==> config.mk <==
export PLATFORM = sky130hd
export DESIGN_NAME = sfc_cmd_front
export DESIGN_NICKNAME = d
export VERILOG_FILES = /design/src/rtl/sfc_cmd_front.v
export VERILOG_INCLUDE_DIRS = /design/src /design/src/include
export SDC_FILE = /design/constraint.sdc
export NUM_CORES = 1
export LEC_CHECK = 0
export BUFFER_PORTS_ARGS = -buffer_cell sky130_fd_sc_hd__buf_2
export CAP_MARGIN = 20
export CELL_PAD_IN_SITES_DETAIL_PLACEMENT = 2
export CELL_PAD_IN_SITES_GLOBAL_PLACEMENT = 2
export CORE_ASPECT_RATIO = 1.5
export CORE_MARGIN = 5
export CORE_UTILIZATION = 41
export DETAILED_ROUTE_END_ITERATION = 6
export PLACE_DENSITY_LB_ADDON = 0.1
export SLEW_MARGIN = 20
export SYNTH_ARGS = -nofsm -noshare
export SYNTH_HDL_FRONTEND = slang
export SYNTH_SLANG_ARGS = --single-unit
==> constraint.sdc <==
create_clock -name CORE_CLK_IN -period 22.8 [get_ports CORE_CLK_IN]
set_input_delay 3.42 -clock CORE_CLK_IN [delete_from_list [all_inputs] [get_ports CORE_CLK_IN]]
set_output_delay 3.42 -clock CORE_CLK_IN [all_outputs]
set_load 0.01 [all_outputs]
==> src/include/sfc_defines.vh <==
`ifndef SFC_DEFINES_VH
`define SFC_DEFINES_VH

// ----------------------------------------------------------------------------
// Instruction codes.
// ----------------------------------------------------------------------------
`define SFC_CMD_WREN 8'h06
`define SFC_CMD_WRDI 8'h04
`define SFC_CMD_VWREN 8'h50
`define SFC_CMD_RDSR1 8'h05
`define SFC_CMD_RDSR2 8'h35
`define SFC_CMD_RDSR3 8'h15
`define SFC_CMD_WRSR1 8'h01
`define SFC_CMD_WRSR2 8'h31
`define SFC_CMD_WRSR3 8'h11
`define SFC_CMD_READ 8'h03
`define SFC_CMD_FREAD 8'h0B
`define SFC_CMD_PP 8'h02
`define SFC_CMD_SETPARAM 8'hC0
`define SFC_CMD_ENQPI 8'h38
`define SFC_CMD_EXQPI 8'hFF
`define SFC_CMD_RSTEN 8'h66
`define SFC_CMD_RST 8'h99
`define SFC_CMD_NONE 8'h00

// ----------------------------------------------------------------------------
// Status layout, writable masks and reset values.
// ----------------------------------------------------------------------------
`define SFC_SR1_MASK 8'hFC
`define SFC_SR2_MASK 8'h7B
`define SFC_SR3_MASK 8'hE4
`define SFC_SR2_SRL_BIT 0
`define SFC_SR2_QE_BIT 1
`define SFC_SR2_LB_HI 5
`define SFC_SR2_LB_LO 3
`define SFC_SR1_RESET 8'h00
`define SFC_SR2_RESET 8'h00
`define SFC_SR3_RESET 8'h00
`define SFC_RPARAM_RESET 8'h00

// ----------------------------------------------------------------------------
// Security area decode.
// ----------------------------------------------------------------------------
`define SFC_SEC_HIGH 8'h00
`define SFC_SEC_AREA1 8'h10
`define SFC_SEC_AREA2 8'h20
`define SFC_SEC_AREA3 8'h30

// ----------------------------------------------------------------------------
// Timing counts: dummy counts in link clock rising edges, busy times in core clock cycles.
// ----------------------------------------------------------------------------
`define SFC_FREAD_DUMMY 4'd8
`define SFC_QPI_DUMMY_BASE 4'd2
`define SFC_SR_CYCLES 200
`define SFC_PROG_CYCLES 400

`endif

==> src/rtl/sfc_cmd_front.v <==
`timescale 1ns/1ps
`default_nettype none
`include "sfc_defines.vh"

module sfc_cmd_front #(
  parameter SR_CYCLES = `SFC_SR_CYCLES,
  parameter PROG_CYCLES = `SFC_PROG_CYCLES
) (
  // Core clock and reset.
  input wire CORE_CLK_IN,
  input wire RESET_IN,
  // Serial link pins.
  input wire SPI_CS_N_IN,
  input wire SPI_CLK_IN,
  input wire [3:0] LANE_IN,
  output reg [3:0] LANE_OUT,
  output reg [3:0] LANE_OE_OUT,
  // Memory array read and write ports.
  output reg [23:0] MEM_ADDR_OUT,
  input wire [7:0] MEM_DATA_IN,
  output reg MEM_WR_OUT,
  output reg [23:0] MEM_WADDR_OUT,
  output reg [7:0] MEM_WDATA_OUT,
  // Device state.
  output reg [1:0] SECURITY_AREA_OUT,
  output reg BUSY_OUT,
  output reg WRITE_LATCH_OUT,
  output reg FOUR_WIRE_MODE_OUT,
  output reg [7:0] READ_PARAM_OUT
);

  // --------------------------------------------------------------------------
  // States and helpers.
  // --------------------------------------------------------------------------
  localparam [5:0] ST_CMD = 6'h01;
  localparam [5:0] ST_ADDR = 6'h02;
  localparam [5:0] ST_DUMMY = 6'h04;
  localparam [5:0] ST_DOUT = 6'h08;
  localparam [5:0] ST_DIN = 6'h10;
  localparam [5:0] ST_IGN = 6'h20;
  localparam [31:0] SR_LOAD_W = SR_CYCLES - 1;
  localparam [31:0] PROG_LOAD_W = PROG_CYCLES - 1;
  localparam [15:0] SR_LOAD = SR_LOAD_W[15:0];
  localparam [15:0] PROG_LOAD = PROG_LOAD_W[15:0];

  function [7:0] shift_in;
    input [7:0] sh;
    input [3:0] ln;
    input [2:0] w;
    begin
      case (w)
        3'd4: shift_in = {sh[3:0], ln};
        3'd2: shift_in = {sh[5:0], ln[1], ln[0]};
        default: shift_in = {sh[6:0], ln[0]};
      endcase
    end
  endfunction

  function [7:0] merge;
    input [7:0] old;
    input [7:0] data;
    input [7:0] mask;
    begin
      merge = (old & ~mask) | (data & mask);
    end
  endfunction

  function [7:0] merge_sr2;
    input [7:0] old;
    input [7:0] data;
    input vol;
    input four_wire_command_mode;
    reg [7:0] m;
    begin
      m = merge(old, data, `SFC_SR2_MASK);
      m[`SFC_SR2_LB_HI:`SFC_SR2_LB_LO] = m[`SFC_SR2_LB_HI:`SFC_SR2_LB_LO] |
        old[`SFC_SR2_LB_HI:`SFC_SR2_LB_LO];
      if (vol) begin
        m[`SFC_SR2_SRL_BIT] = m[`SFC_SR2_SRL_BIT] | old[`SFC_SR2_SRL_BIT];
      end
      if (four_wire_command_mode) begin
        m[`SFC_SR2_QE_BIT] = old[`SFC_SR2_QE_BIT];
      end
      merge_sr2 = m;
    end
  endfunction

  // --------------------------------------------------------------------------
  // Synchronisers and edge detection.
  // --------------------------------------------------------------------------
  reg cs_s1_r, cs_s2_r, cs_s3_r;
  reg clk_s1_r, clk_s2_r, clk_s3_r;
  reg [3:0] ln_s1_r, ln_s2_r;

  always @(posedge CORE_CLK_IN or posedge RESET_IN) begin
    if (RESET_IN) begin
      cs_s1_r <= 1'b1;
      cs_s2_r <= 1'b1;
      cs_s3_r <= 1'b1;
      clk_s1_r <= 1'b0;
      clk_s2_r <= 1'b0;
      clk_s3_r <= 1'b0;
      ln_s1_r <= 4'h0;
      ln_s2_r <= 4'h0;
    end else begin
      cs_s1_r <= SPI_CS_N_IN;
      cs_s2_r <= cs_s1_r;
      cs_s3_r <= cs_s2_r;
      clk_s1_r <= SPI_CLK_IN;
      clk_s2_r <= clk_s1_r;
      clk_s3_r <= clk_s2_r;
      ln_s1_r <= LANE_IN;
      ln_s2_r <= ln_s1_r;
    end
  end

  wire cs_fall = cs_s3_r & ~cs_s2_r;
  wire cs_rise = ~cs_s3_r & cs_s2_r;
  wire sclk_rise = clk_s2_r & ~clk_s3_r & ~cs_s2_r;
  wire sclk_fall = ~clk_s2_r & clk_s3_r & ~cs_s2_r;

  // --------------------------------------------------------------------------
  // Command state.
  // --------------------------------------------------------------------------
  reg [5:0] st_r;
  reg [7:0] cmd_r, sh_r, d0_r, d1_r, obuf_r, ptr_r;
  reg [2:0] cnt_r;
  reg [3:0] ocnt_r, dcnt_r;
  reg [1:0] abyte_r, din_r;
  reg [23:0] addr_r;
  reg varm_r, rst_arm_r, pend_pp_r;
  reg [15:0] tmr_r;
  reg [7:0] sr1_r, sr2_r, sr3_r, nv1_r, nv2_r, nv3_r, pw1_r, pw2_r, pw3_r;
  reg [2:0] pmask_r;

  wire [2:0] lane_w = FOUR_WIRE_MODE_OUT ? 3'd4 : 3'd1;
  wire [3:0] cnt_sum = {1'b0, cnt_r} + {1'b0, lane_w};
  wire byte_done = cnt_sum[3];
  wire [7:0] sh_new = shift_in(sh_r, ln_s2_r, lane_w);
  wire [23:0] addr_full = {addr_r[15:0], sh_new};
  wire is_mem_read = (cmd_r == `SFC_CMD_READ) || (cmd_r == `SFC_CMD_FREAD);
  wire [7:0] status_byte = (cmd_r == `SFC_CMD_RDSR2) ? sr2_r :
                           (cmd_r == `SFC_CMD_RDSR3) ? sr3_r :
                           {sr1_r[7:2], WRITE_LATCH_OUT, BUSY_OUT};
  wire [7:0] out_src = is_mem_read ? MEM_DATA_IN : status_byte;
  wire [7:0] out_cur = (ocnt_r == 4'd0) ? out_src : obuf_r;
  wire [3:0] qpi_dummy = {1'b0, READ_PARAM_OUT[5:4], 1'b0} + `SFC_QPI_DUMMY_BASE;
  wire [23:0] addr_inc = addr_r + 24'h000001;

  // Status write values: 01h with two data bytes also carries register two.
  wire wr1 = (cmd_r == `SFC_CMD_WRSR1);
  wire wr2 = (cmd_r == `SFC_CMD_WRSR2) || (wr1 && din_r == 2'd2);
  wire wr3 = (cmd_r == `SFC_CMD_WRSR3);
  wire [7:0] d_sr2 = wr1 ? d1_r : d0_r;
  wire [7:0] v1 = wr1 ? merge(sr1_r, d0_r, `SFC_SR1_MASK) : sr1_r;
  wire [7:0] v2 = wr2 ? merge_sr2(sr2_r, d_sr2, 1'b1, FOUR_WIRE_MODE_OUT) : sr2_r;
  wire [7:0] v3 = wr3 ? merge(sr3_r, d0_r, `SFC_SR3_MASK) : sr3_r;
  wire [7:0] n1 = wr1 ? merge(nv1_r, d0_r, `SFC_SR1_MASK) : sr1_r;
  wire [7:0] n2 = wr2 ? merge_sr2(nv2_r, d_sr2, 1'b0, FOUR_WIRE_MODE_OUT) : sr2_r;
  wire [7:0] n3 = wr3 ? merge(nv3_r, d0_r, `SFC_SR3_MASK) : sr3_r;

  always @(posedge CORE_CLK_IN or posedge RESET_IN) begin
    if (RESET_IN) begin
      st_r <= ST_CMD;
      cmd_r <= `SFC_CMD_NONE;
      sh_r <= 8'h00;
      d0_r <= 8'h00;
      d1_r <= 8'h00;
      obuf_r <= 8'h00;
      ptr_r <= 8'h00;
      cnt_r <= 3'd0;
      ocnt_r <= 4'd0;
      dcnt_r <= 4'd0;
      abyte_r <= 2'd0;
      din_r <= 2'd0;
      addr_r <= 24'h000000;
      varm_r <= 1'b0;
      rst_arm_r <= 1'b0;
      pend_pp_r <= 1'b0;
      tmr_r <= 16'h0000;
      sr1_r <= `SFC_SR1_RESET;
      sr2_r <= `SFC_SR2_RESET;
      sr3_r <= `SFC_SR3_RESET;
      nv1_r <= `SFC_SR1_RESET;
      nv2_r <= `SFC_SR2_RESET;
      nv3_r <= `SFC_SR3_RESET;
      pw1_r <= 8'h00;
      pw2_r <= 8'h00;
      pw3_r <= 8'h00;
      pmask_r <= 3'b000;
      LANE_OUT <= 4'h0;
      LANE_OE_OUT <= 4'h0;
      MEM_ADDR_OUT <= 24'h000000;
      MEM_WR_OUT <= 1'b0;
      MEM_WADDR_OUT <= 24'h000000;
      MEM_WDATA_OUT <= 8'h00;
      SECURITY_AREA_OUT <= 2'd0;
      BUSY_OUT <= 1'b0;
      WRITE_LATCH_OUT <= 1'b0;
      FOUR_WIRE_MODE_OUT <= 1'b0;
      READ_PARAM_OUT <= `SFC_RPARAM_RESET;
    end else begin
      MEM_WR_OUT <= 1'b0;
      // Self-timed cycle; only status reads can start while it runs.
      if (BUSY_OUT) begin
        if (tmr_r == 16'h0000) begin
          BUSY_OUT <= 1'b0;
          WRITE_LATCH_OUT <= 1'b0;
          pend_pp_r <= 1'b0;
          if (pmask_r != 3'b000) begin
            sr1_r <= pw1_r;
            sr2_r <= pw2_r;
            sr3_r <= pw3_r;
            if (pmask_r[0]) nv1_r <= pw1_r;
            if (pmask_r[1]) nv2_r <= pw2_r;
            if (pmask_r[2]) nv3_r <= pw3_r;
            pmask_r <= 3'b000;
          end
        end else begin
          tmr_r <= tmr_r - 16'h0001;
        end
      end
      if (cs_fall) begin
        st_r <= ST_CMD;
        cnt_r <= 3'd0;
        abyte_r <= 2'd0;
        din_r <= 2'd0;
        ocnt_r <= 4'd0;
      end else if (cs_rise) begin
        // Framed commands take effect when select rises.
        st_r <= ST_CMD;
        LANE_OE_OUT <= 4'h0;
        varm_r <= (cmd_r == `SFC_CMD_VWREN);
        rst_arm_r <= (cmd_r == `SFC_CMD_RSTEN);
        cmd_r <= `SFC_CMD_NONE;
        case (cmd_r)
          `SFC_CMD_WREN: WRITE_LATCH_OUT <= 1'b1;
          `SFC_CMD_WRDI: WRITE_LATCH_OUT <= 1'b0;
          `SFC_CMD_WRSR1, `SFC_CMD_WRSR2, `SFC_CMD_WRSR3: begin
            if (din_r != 2'd0) begin
              if (varm_r) begin
                sr1_r <= v1;
                sr2_r <= v2;
                sr3_r <= v3;
              end else begin
                pw1_r <= n1;
                pw2_r <= n2;
                pw3_r <= n3;
                pmask_r <= {wr3, wr2, wr1};
                BUSY_OUT <= 1'b1;
                tmr_r <= SR_LOAD;
              end
            end
          end
          `SFC_CMD_PP: begin
            if (din_r != 2'd0) begin
              pend_pp_r <= 1'b1;
              BUSY_OUT <= 1'b1;
              tmr_r <= PROG_LOAD;
            end
          end
          `SFC_CMD_SETPARAM: begin
            if (din_r != 2'd0) READ_PARAM_OUT <= d0_r;
          end
          `SFC_CMD_ENQPI: FOUR_WIRE_MODE_OUT <= 1'b1;
          `SFC_CMD_EXQPI: FOUR_WIRE_MODE_OUT <= 1'b0;
          `SFC_CMD_RST: begin
            if (rst_arm_r) begin
              sr1_r <= nv1_r;
              sr2_r <= nv2_r;
              sr3_r <= nv3_r;
              WRITE_LATCH_OUT <= 1'b0;
              READ_PARAM_OUT <= `SFC_RPARAM_RESET;
              FOUR_WIRE_MODE_OUT <= 1'b0;
            end
          end
          default: ;
        endcase
      end else if (sclk_rise) begin
        if (st_r == ST_CMD || st_r == ST_ADDR || st_r == ST_DIN) begin
          sh_r <= sh_new;
          cnt_r <= byte_done ? 3'd0 : cnt_sum[2:0];
        end
        case (st_r)
          ST_CMD: begin
            if (byte_done) begin
              cmd_r <= sh_new;
              st_r <= ST_IGN;
              case (sh_new)
                `SFC_CMD_RDSR1, `SFC_CMD_RDSR2, `SFC_CMD_RDSR3: st_r <= ST_DOUT;
                `SFC_CMD_WREN, `SFC_CMD_WRDI, `SFC_CMD_VWREN, `SFC_CMD_RSTEN, `SFC_CMD_RST: begin
                  if (BUSY_OUT) cmd_r <= `SFC_CMD_NONE;
                end
                `SFC_CMD_WRSR1, `SFC_CMD_WRSR2, `SFC_CMD_WRSR3: begin
                  if (!BUSY_OUT && (WRITE_LATCH_OUT || varm_r)) st_r <= ST_DIN;
                  else cmd_r <= `SFC_CMD_NONE;
                end
                `SFC_CMD_READ: begin
                  if (!BUSY_OUT && !FOUR_WIRE_MODE_OUT) st_r <= ST_ADDR;
                  else cmd_r <= `SFC_CMD_NONE;
                end
                `SFC_CMD_FREAD: begin
                  if (!BUSY_OUT) st_r <= ST_ADDR;
                  else cmd_r <= `SFC_CMD_NONE;
                end
                `SFC_CMD_PP: begin
                  if (!BUSY_OUT && WRITE_LATCH_OUT) st_r <= ST_ADDR;
                  else cmd_r <= `SFC_CMD_NONE;
                end
                `SFC_CMD_SETPARAM: begin
                  if (!BUSY_OUT && FOUR_WIRE_MODE_OUT) st_r <= ST_DIN;
                  else cmd_r <= `SFC_CMD_NONE;
                end
                `SFC_CMD_ENQPI: begin
                  if (BUSY_OUT || FOUR_WIRE_MODE_OUT || !sr2_r[`SFC_SR2_QE_BIT]) cmd_r <= `SFC_CMD_NONE;
                end
                `SFC_CMD_EXQPI: begin
                  if (BUSY_OUT || !FOUR_WIRE_MODE_OUT) cmd_r <= `SFC_CMD_NONE;
                end
                default: cmd_r <= `SFC_CMD_NONE;
              endcase
            end
          end
          ST_ADDR: begin
            if (byte_done) begin
              addr_r <= addr_full;
              abyte_r <= abyte_r + 2'd1;
              if (abyte_r == 2'd2) begin
                MEM_ADDR_OUT <= addr_full;
                ptr_r <= sh_new;
                if (addr_full[23:16] == `SFC_SEC_HIGH && addr_full[15:8] == `SFC_SEC_AREA1)
                  SECURITY_AREA_OUT <= 2'd1;
                else if (addr_full[23:16] == `SFC_SEC_HIGH && addr_full[15:8] == `SFC_SEC_AREA2)
                  SECURITY_AREA_OUT <= 2'd2;
                else if (addr_full[23:16] == `SFC_SEC_HIGH && addr_full[15:8] == `SFC_SEC_AREA3)
                  SECURITY_AREA_OUT <= 2'd3;
                else
                  SECURITY_AREA_OUT <= 2'd0;
                if (cmd_r == `SFC_CMD_READ) begin
                  st_r <= ST_DOUT;
                end else if (cmd_r == `SFC_CMD_FREAD) begin
                  st_r <= ST_DUMMY;
                  dcnt_r <= FOUR_WIRE_MODE_OUT ? qpi_dummy : `SFC_FREAD_DUMMY;
                end else begin
                  st_r <= ST_DIN;
                end
              end
            end
          end
          ST_DUMMY: begin
            dcnt_r <= dcnt_r - 4'd1;
            if (dcnt_r == 4'd1) st_r <= ST_DOUT;
          end
          ST_DIN: begin
            if (byte_done) begin
              if (din_r != 2'd2) din_r <= din_r + 2'd1;
              if (din_r == 2'd0) d0_r <= sh_new;
              if (din_r == 2'd1) d1_r <= sh_new;
              if (cmd_r == `SFC_CMD_PP) begin
                MEM_WR_OUT <= 1'b1;
                MEM_WADDR_OUT <= {addr_r[23:8], ptr_r};
                MEM_WDATA_OUT <= sh_new;
                ptr_r <= ptr_r + 8'h01;
              end
            end
          end
          default: ;
        endcase
      end else if (sclk_fall && st_r == ST_DOUT) begin
        // Data leaves on falling edges, upper bits first.
        if (FOUR_WIRE_MODE_OUT) begin
          LANE_OUT <= out_cur[7:4];
          LANE_OE_OUT <= 4'hF;
          obuf_r <= {out_cur[3:0], 4'h0};
          ocnt_r <= (ocnt_r == 4'd4) ? 4'd0 : 4'd4;
        end else begin
          LANE_OUT <= {2'b00, out_cur[7], 1'b0};
          LANE_OE_OUT <= 4'h2;
          obuf_r <= {out_cur[6:0], 1'b0};
          ocnt_r <= (ocnt_r == 4'd7) ? 4'd0 : ocnt_r + 4'd1;
        end
        if (ocnt_r == 4'd0 && is_mem_read) begin
          addr_r <= addr_inc;
          MEM_ADDR_OUT <= addr_inc;
        end
      end
    end
  end

endmodule // sfc_cmd_front

`default_nettype wire

### Word-level counts from Yosys, hierarchy flattened

Cells that the tools add are included.
Widths: inputs -> output; s select.

| storage, ports and cells | value |
|---|---|
| flip-flop bits (word level) | 276 |
| bits of input ports | 16 |
| output and inout bits | 78 |
| word-level logic and storage cells | 388 |

| cells by class | value |
|---|---|
| $add $sub $neg | 9 |
| equality and inequality tests | 72 |
| multiplexer cells | 163 |
| bitwise operators | 23 |
| reduce and logical (&&, ||, !) cells | 75 |

Operators by type and width:

| cell | count |
|---|---|
| $mux 8 | 52 |
| $mux 24 | 9 |
| $mux 16 | 7 |
| $pmux 8 s2 | 6 |
| $mux 6 | 12 |
| $eq 8x6->1 const B | 8 |
| $mux 4 | 16 |
| $pmux 8 s8 | 1 |
| $eq 8x8->1 const B | 6 |
| $mux 3 | 15 |
| $eq 8x3->1 const B | 5 |
| $eq 8x5->1 const B | 5 |
| $pmux 6 s6 | 1 |
| $reduce_and 6->1 | 6 |
| $reduce_bool 2->1 | 17 |
| $eq 8x2->1 const B | 4 |
| $eq 8x7->1 const B | 4 |
| $pmux 16 s2 | 1 |
| $reduce_and 4->1 | 8 |
| $mux 2 | 14 |
| $add 24x1->24 const B | 1 |
| $ne 6x6->1 const B | 4 |
| $mux 1 | 21 |
| $ne 2x2->1 const B | 10 |
| other kinds (52) | 109 |

### Depth between registers and ports, before layout

| logic depth | value |
|---|---|
| depth in word-level cells | 11 |
| mapped depth | 13 |
| mapped depth without buffers | 9 |

### Least setup slack after synthesis

Ideal clock, no wire load.

| timing | value |
|---|---|
| path kind | input -> register |
| start | input port MEM_DATA_IN[3] |
| end | register obuf_r[4] |
| setup time | 0.133 ns |
| arrival | 3.987 ns |
| required time | 22.667 ns |
| setup slack | 18.679 ns |
| cell stages on the path | 5 |
| buffers on the path | 0 |
| cells stage by stage | o221ai_1 > a32o_1 > nor2_1 > a31oi_1 > a21oi_1 |

| on the way | value |
|---|---|
| cells in the longest elaborated chain, start to end | 3 |

Ends and longest elaborated chain:

| what | RTL line | RTL |
|---|---|---|
| start: declaration | sfc_cmd_front.v:20 | `input wire [7:0] MEM_DATA_IN,` |
| $mux 8 | sfc_cmd_front.v:145 | `wire [7:0] out_src = is_mem_read ? MEM_DATA_IN : status_byte;` |
| $mux 8 | sfc_cmd_front.v:146 | `wire [7:0] out_cur = (ocnt_r == 4'd0) ? out_src : obuf_r;` |
| $mux 8 | sfc_cmd_front.v:371 | `if (FOUR_WIRE_MODE_OUT) begin` |
| end signal: assignment | sfc_cmd_front.v:374 | `obuf_r <= {out_cur[3:0], 4'h0};` |
| end signal: assignment | sfc_cmd_front.v:379 | `obuf_r <= {out_cur[6:0], 1'b0};` |
| end: declaration | sfc_cmd_front.v:126 | `reg [7:0] cmd_r, sh_r, d0_r, d1_r, obuf_r, ptr_r;` |

No other way between the ends.
A chain may end at the register's enable or synchronous reset.

==> impl_results.md <==
- Status: finished clean
- Standard cell area after detailed placement: 14400 um2
- Static leakage: 7.09 nW
- Core area: around 33000 um2
- Aggregate negative setup slack: 0 ns
- Die height: 233 um
- Clock insertion delay at the later pin of the skew report: approximately 0.58 ns
- CP peak stage delay: about 0.78 ns
- Reg-to-reg critical path endpoint: addr_r[13]
- H-tree depth reported by CTS: 1
- Remaining DRCs: 0
- Clock Sinks: 266
- Worst R2R Start: cmd_r[5]
- Top post-synthesis cells by area: sky130_fd_sc_hd__dfrtp_1, sky130_fd_sc_hd__nand2_1, sky130_fd_sc_hd__o21ai_0
- Synth Flop Type: sky130_fd_sc_hd__dfrtp_1
- Register bit count reported by yosys: 266
- Library cell used as clock root buffer: sky130_fd_sc_hd__clkbuf_16
- Final instance area: 15500 um2
- First-pass GRT wire length: 76200 um
- Count of hold buffers inserted by post-cts repair: 0
- Number of buffers created by CTS: 29
- Worst path bufs/invs: 4
- Number of cells on the worst reg-to-reg path: 5
- Die W: 159 um
- Diodes inserted: 0
- Post-synthesis cell type count: 81
- Peak ir drop on the vdd network: 0.0520 mV
- Setup CP Type: primary input to asynchronous set/reset pin
- Delay-heaviest family, CP: buffers and inverters
- Endpoint kind of the worst setup timing path: asynchronous set/reset pin
- GPL Wtd Cong: 0.859
- Number of top-level pins: 94
- Share of synthesized area occupied by flip-flops and latches: 48.8%
- Initial antenna violation count: 0
- Critical path capture point: MEM_WADDR_OUT[15]
- Number of design-rule violations left by the first detailed-router iteration: 303
- Hold Crit Class: flip-flop to flip-flop
- Area of the die: 37100 um2
- Number of cells upsized or downsized after cts: 0
- Final period utilization: a little under a quarter
- Overall overflow remaining after global route: 0
- Post-CTS setup-driven buffer insertion count: 0
- PwrDens: 72.2 nW/um2
- Cells after Synth: between 1000 and 1500
- Pins Over Slew Limit: 0
- Final wirelength: about 48000 um
- Synth area leader: sky130_fd_sc_hd__dfrtp_1
- Cell repeated most along the worst path: sky130_fd_sc_hd__buf_4
- CP startpoint: RESET_IN
- Number of enable-type register cells in the synthesized netlist: 0
- Worst slack on hold paths: 0.350 ns
- Synthesized net count: 1520
- Layout cells sized above 1: 16.8%
- Actual transition at the worst max-transition pin: about 1.1 ns
- Fraction of synthesis flops using an asynchronous set or reset pin: 100%
- CTS tree: done
- Clock transition at the register clock pins on the worst setup and hold paths after CTS: 0.06 ns
- Worst slew margin relative to its limit: ~26%
- DR vias/cell: 5.97
- WL/cell: 24.4 um
- Largest net degree at the start of global routing: 136
- Total GRT Usage: about a quarter
- Maximum fanout encountered on the critical timing path: approximately 140
- Clock Tree Buf Depth: 3
- Hold violation count in the final report: 0
- Number of failing setup endpoints in the final timing report: 0
- Share of the core filled with cells: 47.2%
- Min cycle time layout: about 5.3 ns
- Yosys synthesis warning count: 0
- Library cell contributing the largest single delay on the critical path: sky130_fd_sc_hd__buf_4
- Initial core utilization: between 40% and 50%
- Standard-cell row count: 81
- Length of the first detailed-routing pass in iterations: 4
- Unrepaired setup endpoints after global routing: false
- Number of nets in the layout: about 1600
- Layout overhead on the synthesized area: 13.3%
- Cells along the critical path: buf_2 -> inv_8 -> buf_4 -> buf_4
- Slack of the critical path: between 15 and 20 ns
- Number of global-route vias before repair: 13400
- Number of vias after detailed routing: roughly 12000
- Critical path launch point type: primary input
- Netlist area before placement: 13600 um2
- Final clock skew: 0.0198 ns
- Number of max-cap violations: 0
- Portion of synthesized cell area occupied by the leading cell type: between 40% and 50%
- Minimum setup slack among reg-to-reg paths: 18.85 ns
- Crit. path cell count: 4
- Worst slack at placement: 16.68 ns
- Data arrival at the endpoint of the critical path: 5.92 ns
- HPWL after detailed placement: 34900 um
- Highest achievable clock rate: 187 MHz
- Port buffer count: 93
- Post-DRT Antenna Nets: 0
- Syn Area/Cell: 9.18 um2
- Crit path required time: 23.38 ns
- Number of fill cells: 3594
==> placed cells by master, fill, tap and decap left out, types with 14 or more instances in the layout <==
master                      count
sky130_fd_sc_hd__a21oi_1       73
sky130_fd_sc_hd__mux2i_1       32
sky130_fd_sc_hd__nor3_1        38
sky130_fd_sc_hd__buf_2         93
sky130_fd_sc_hd__inv_1         34
sky130_fd_sc_hd__ha_1          18
sky130_fd_sc_hd__nand3_1       47
sky130_fd_sc_hd__o21ai_0      182
sky130_fd_sc_hd__nor2_1       123
sky130_fd_sc_hd__dfrtp_1      262
sky130_fd_sc_hd__buf_4         22
sky130_fd_sc_hd__o31ai_1       14
sky130_fd_sc_hd__nand2_1      250
sky130_fd_sc_hd__clkbuf_16     29
sky130_fd_sc_hd__xnor2_1       27
sky130_fd_sc_hd__mux2_2        63
==> cells in the mapped netlist, types with 9 or more instances <==
cell type                  number
sky130_fd_sc_hd__a21oi_1       73
sky130_fd_sc_hd__a22oi_1       12
sky130_fd_sc_hd__clkbuf_1      74
sky130_fd_sc_hd__dfrtp_1      262
sky130_fd_sc_hd__ha_1          18
sky130_fd_sc_hd__inv_1         35
sky130_fd_sc_hd__mux2_2        63
sky130_fd_sc_hd__mux2i_1       32
sky130_fd_sc_hd__nand2_1      251
sky130_fd_sc_hd__nand2b_1       9
sky130_fd_sc_hd__nand3_1       47
sky130_fd_sc_hd__nand4_1       12
sky130_fd_sc_hd__nor2_1       123
sky130_fd_sc_hd__nor3_1        40
sky130_fd_sc_hd__nor4_1        12
sky130_fd_sc_hd__o21ai_0      184
sky130_fd_sc_hd__o31ai_1       14
sky130_fd_sc_hd__xnor2_1       27
sky130_fd_sc_hd__xor2_1         9
==> how the worst min path moves through the flow <==
stage	slack, ns	cells past startpoint	from	to
3_3_place_gp	0.34	0	ln_s1_r[0]	ln_s2_r[0]
6_report	0.35	0	ln_s1_r[1]	ln_s2_r[1]
5_1_grt	0.36	0	ln_s1_r[2]	ln_s2_r[2]
2_1_floorplan	0.33	0	clk_s1_r	clk_s2_r
4_1_cts	0.35	0	ln_s1_r[1]	ln_s2_r[1]
3_5_place_dp	0.34	0	ln_s1_r[1]	ln_s2_r[1]
==> flip-flops by register name, indices dropped and copies added (netlist names), 16 cells and up <==
name,count
MEM_ADDR_OUT,24
MEM_WADDR_OUT,24
addr_r,24
tmr_r,16
==> worst reg2reg max path, cell delays in order (launching register included) <==
cell and delay (ns):
sky130_fd_sc_hd__dfrtp_1 0.59, sky130_fd_sc_hd__or4_1 0.78, sky130_fd_sc_hd__or3_1 0.59, sky130_fd_sc_hd__nor3_1 0.55
sky130_fd_sc_hd__o21a_1 0.88, sky130_fd_sc_hd__mux2_2 0.43
==> per-stage QoR <==
stage               power (W)  cells
floorplan            0.000574   1486
finish                0.00112   1980
global placement     0.000612   1927
global route          0.00116   1980
CTS                   0.00113   1980
detailed placement   0.000618   1927
==> report_power, final <==
group	switching [W]	leakage, nW	internal, W	total, W
clock network	0.000202	0.496	0.000303	0.000505
registers	0.0000189	3.61	0.000481	0.000500
logic	0.0000743	2.98	0.0000358	0.000110
==> kinds of logic (layout without fill, tap and decap cells) <==
| family | Yosys count | in the layout | synth area share, % |
|---|---|---|---|
| simple gates | 566 | 566 | 19.2 |
| compound gates | 380 | 380 | 16.7 |
| flops | 266 | 266 | 48.8 |
| buf+inv | 125 | 204 | 3.78 |
| mux | 95 | 95 | 7.55 |
| xor+xnor | 36 | 36 | 2.31 |
| fa+ha+maj | 18 | 18 | 1.65 |
==> final cells by class <==
type | instances | area (um2) | share of cell area [%]
clock buffer | 39 | 803 | 5.20
clock inverter | 14 | 201 | 1.30
inverter | 36 | 143 | 0.923
multi-input combinational | 1095 | 6490 | 42.0
sequential | 266 | 6660 | 43.1
tap | 415 | 519 | 3.36
timing repair buffer | 115 | 631 | 4.08
==> layer usage <==
layer	routed length, um	track usage, %	vias to the layer above	share of wire [%]
met5	0	0	-	0
met4	2920	13.6	0	6.0
met3	1130	2.63	127	2.3
met2	26400	49.6	210	55
met1	17900	27.0	6115	37
li1	-	-	5373	-
Note: power is estimated with default switching activity, not from simulation.
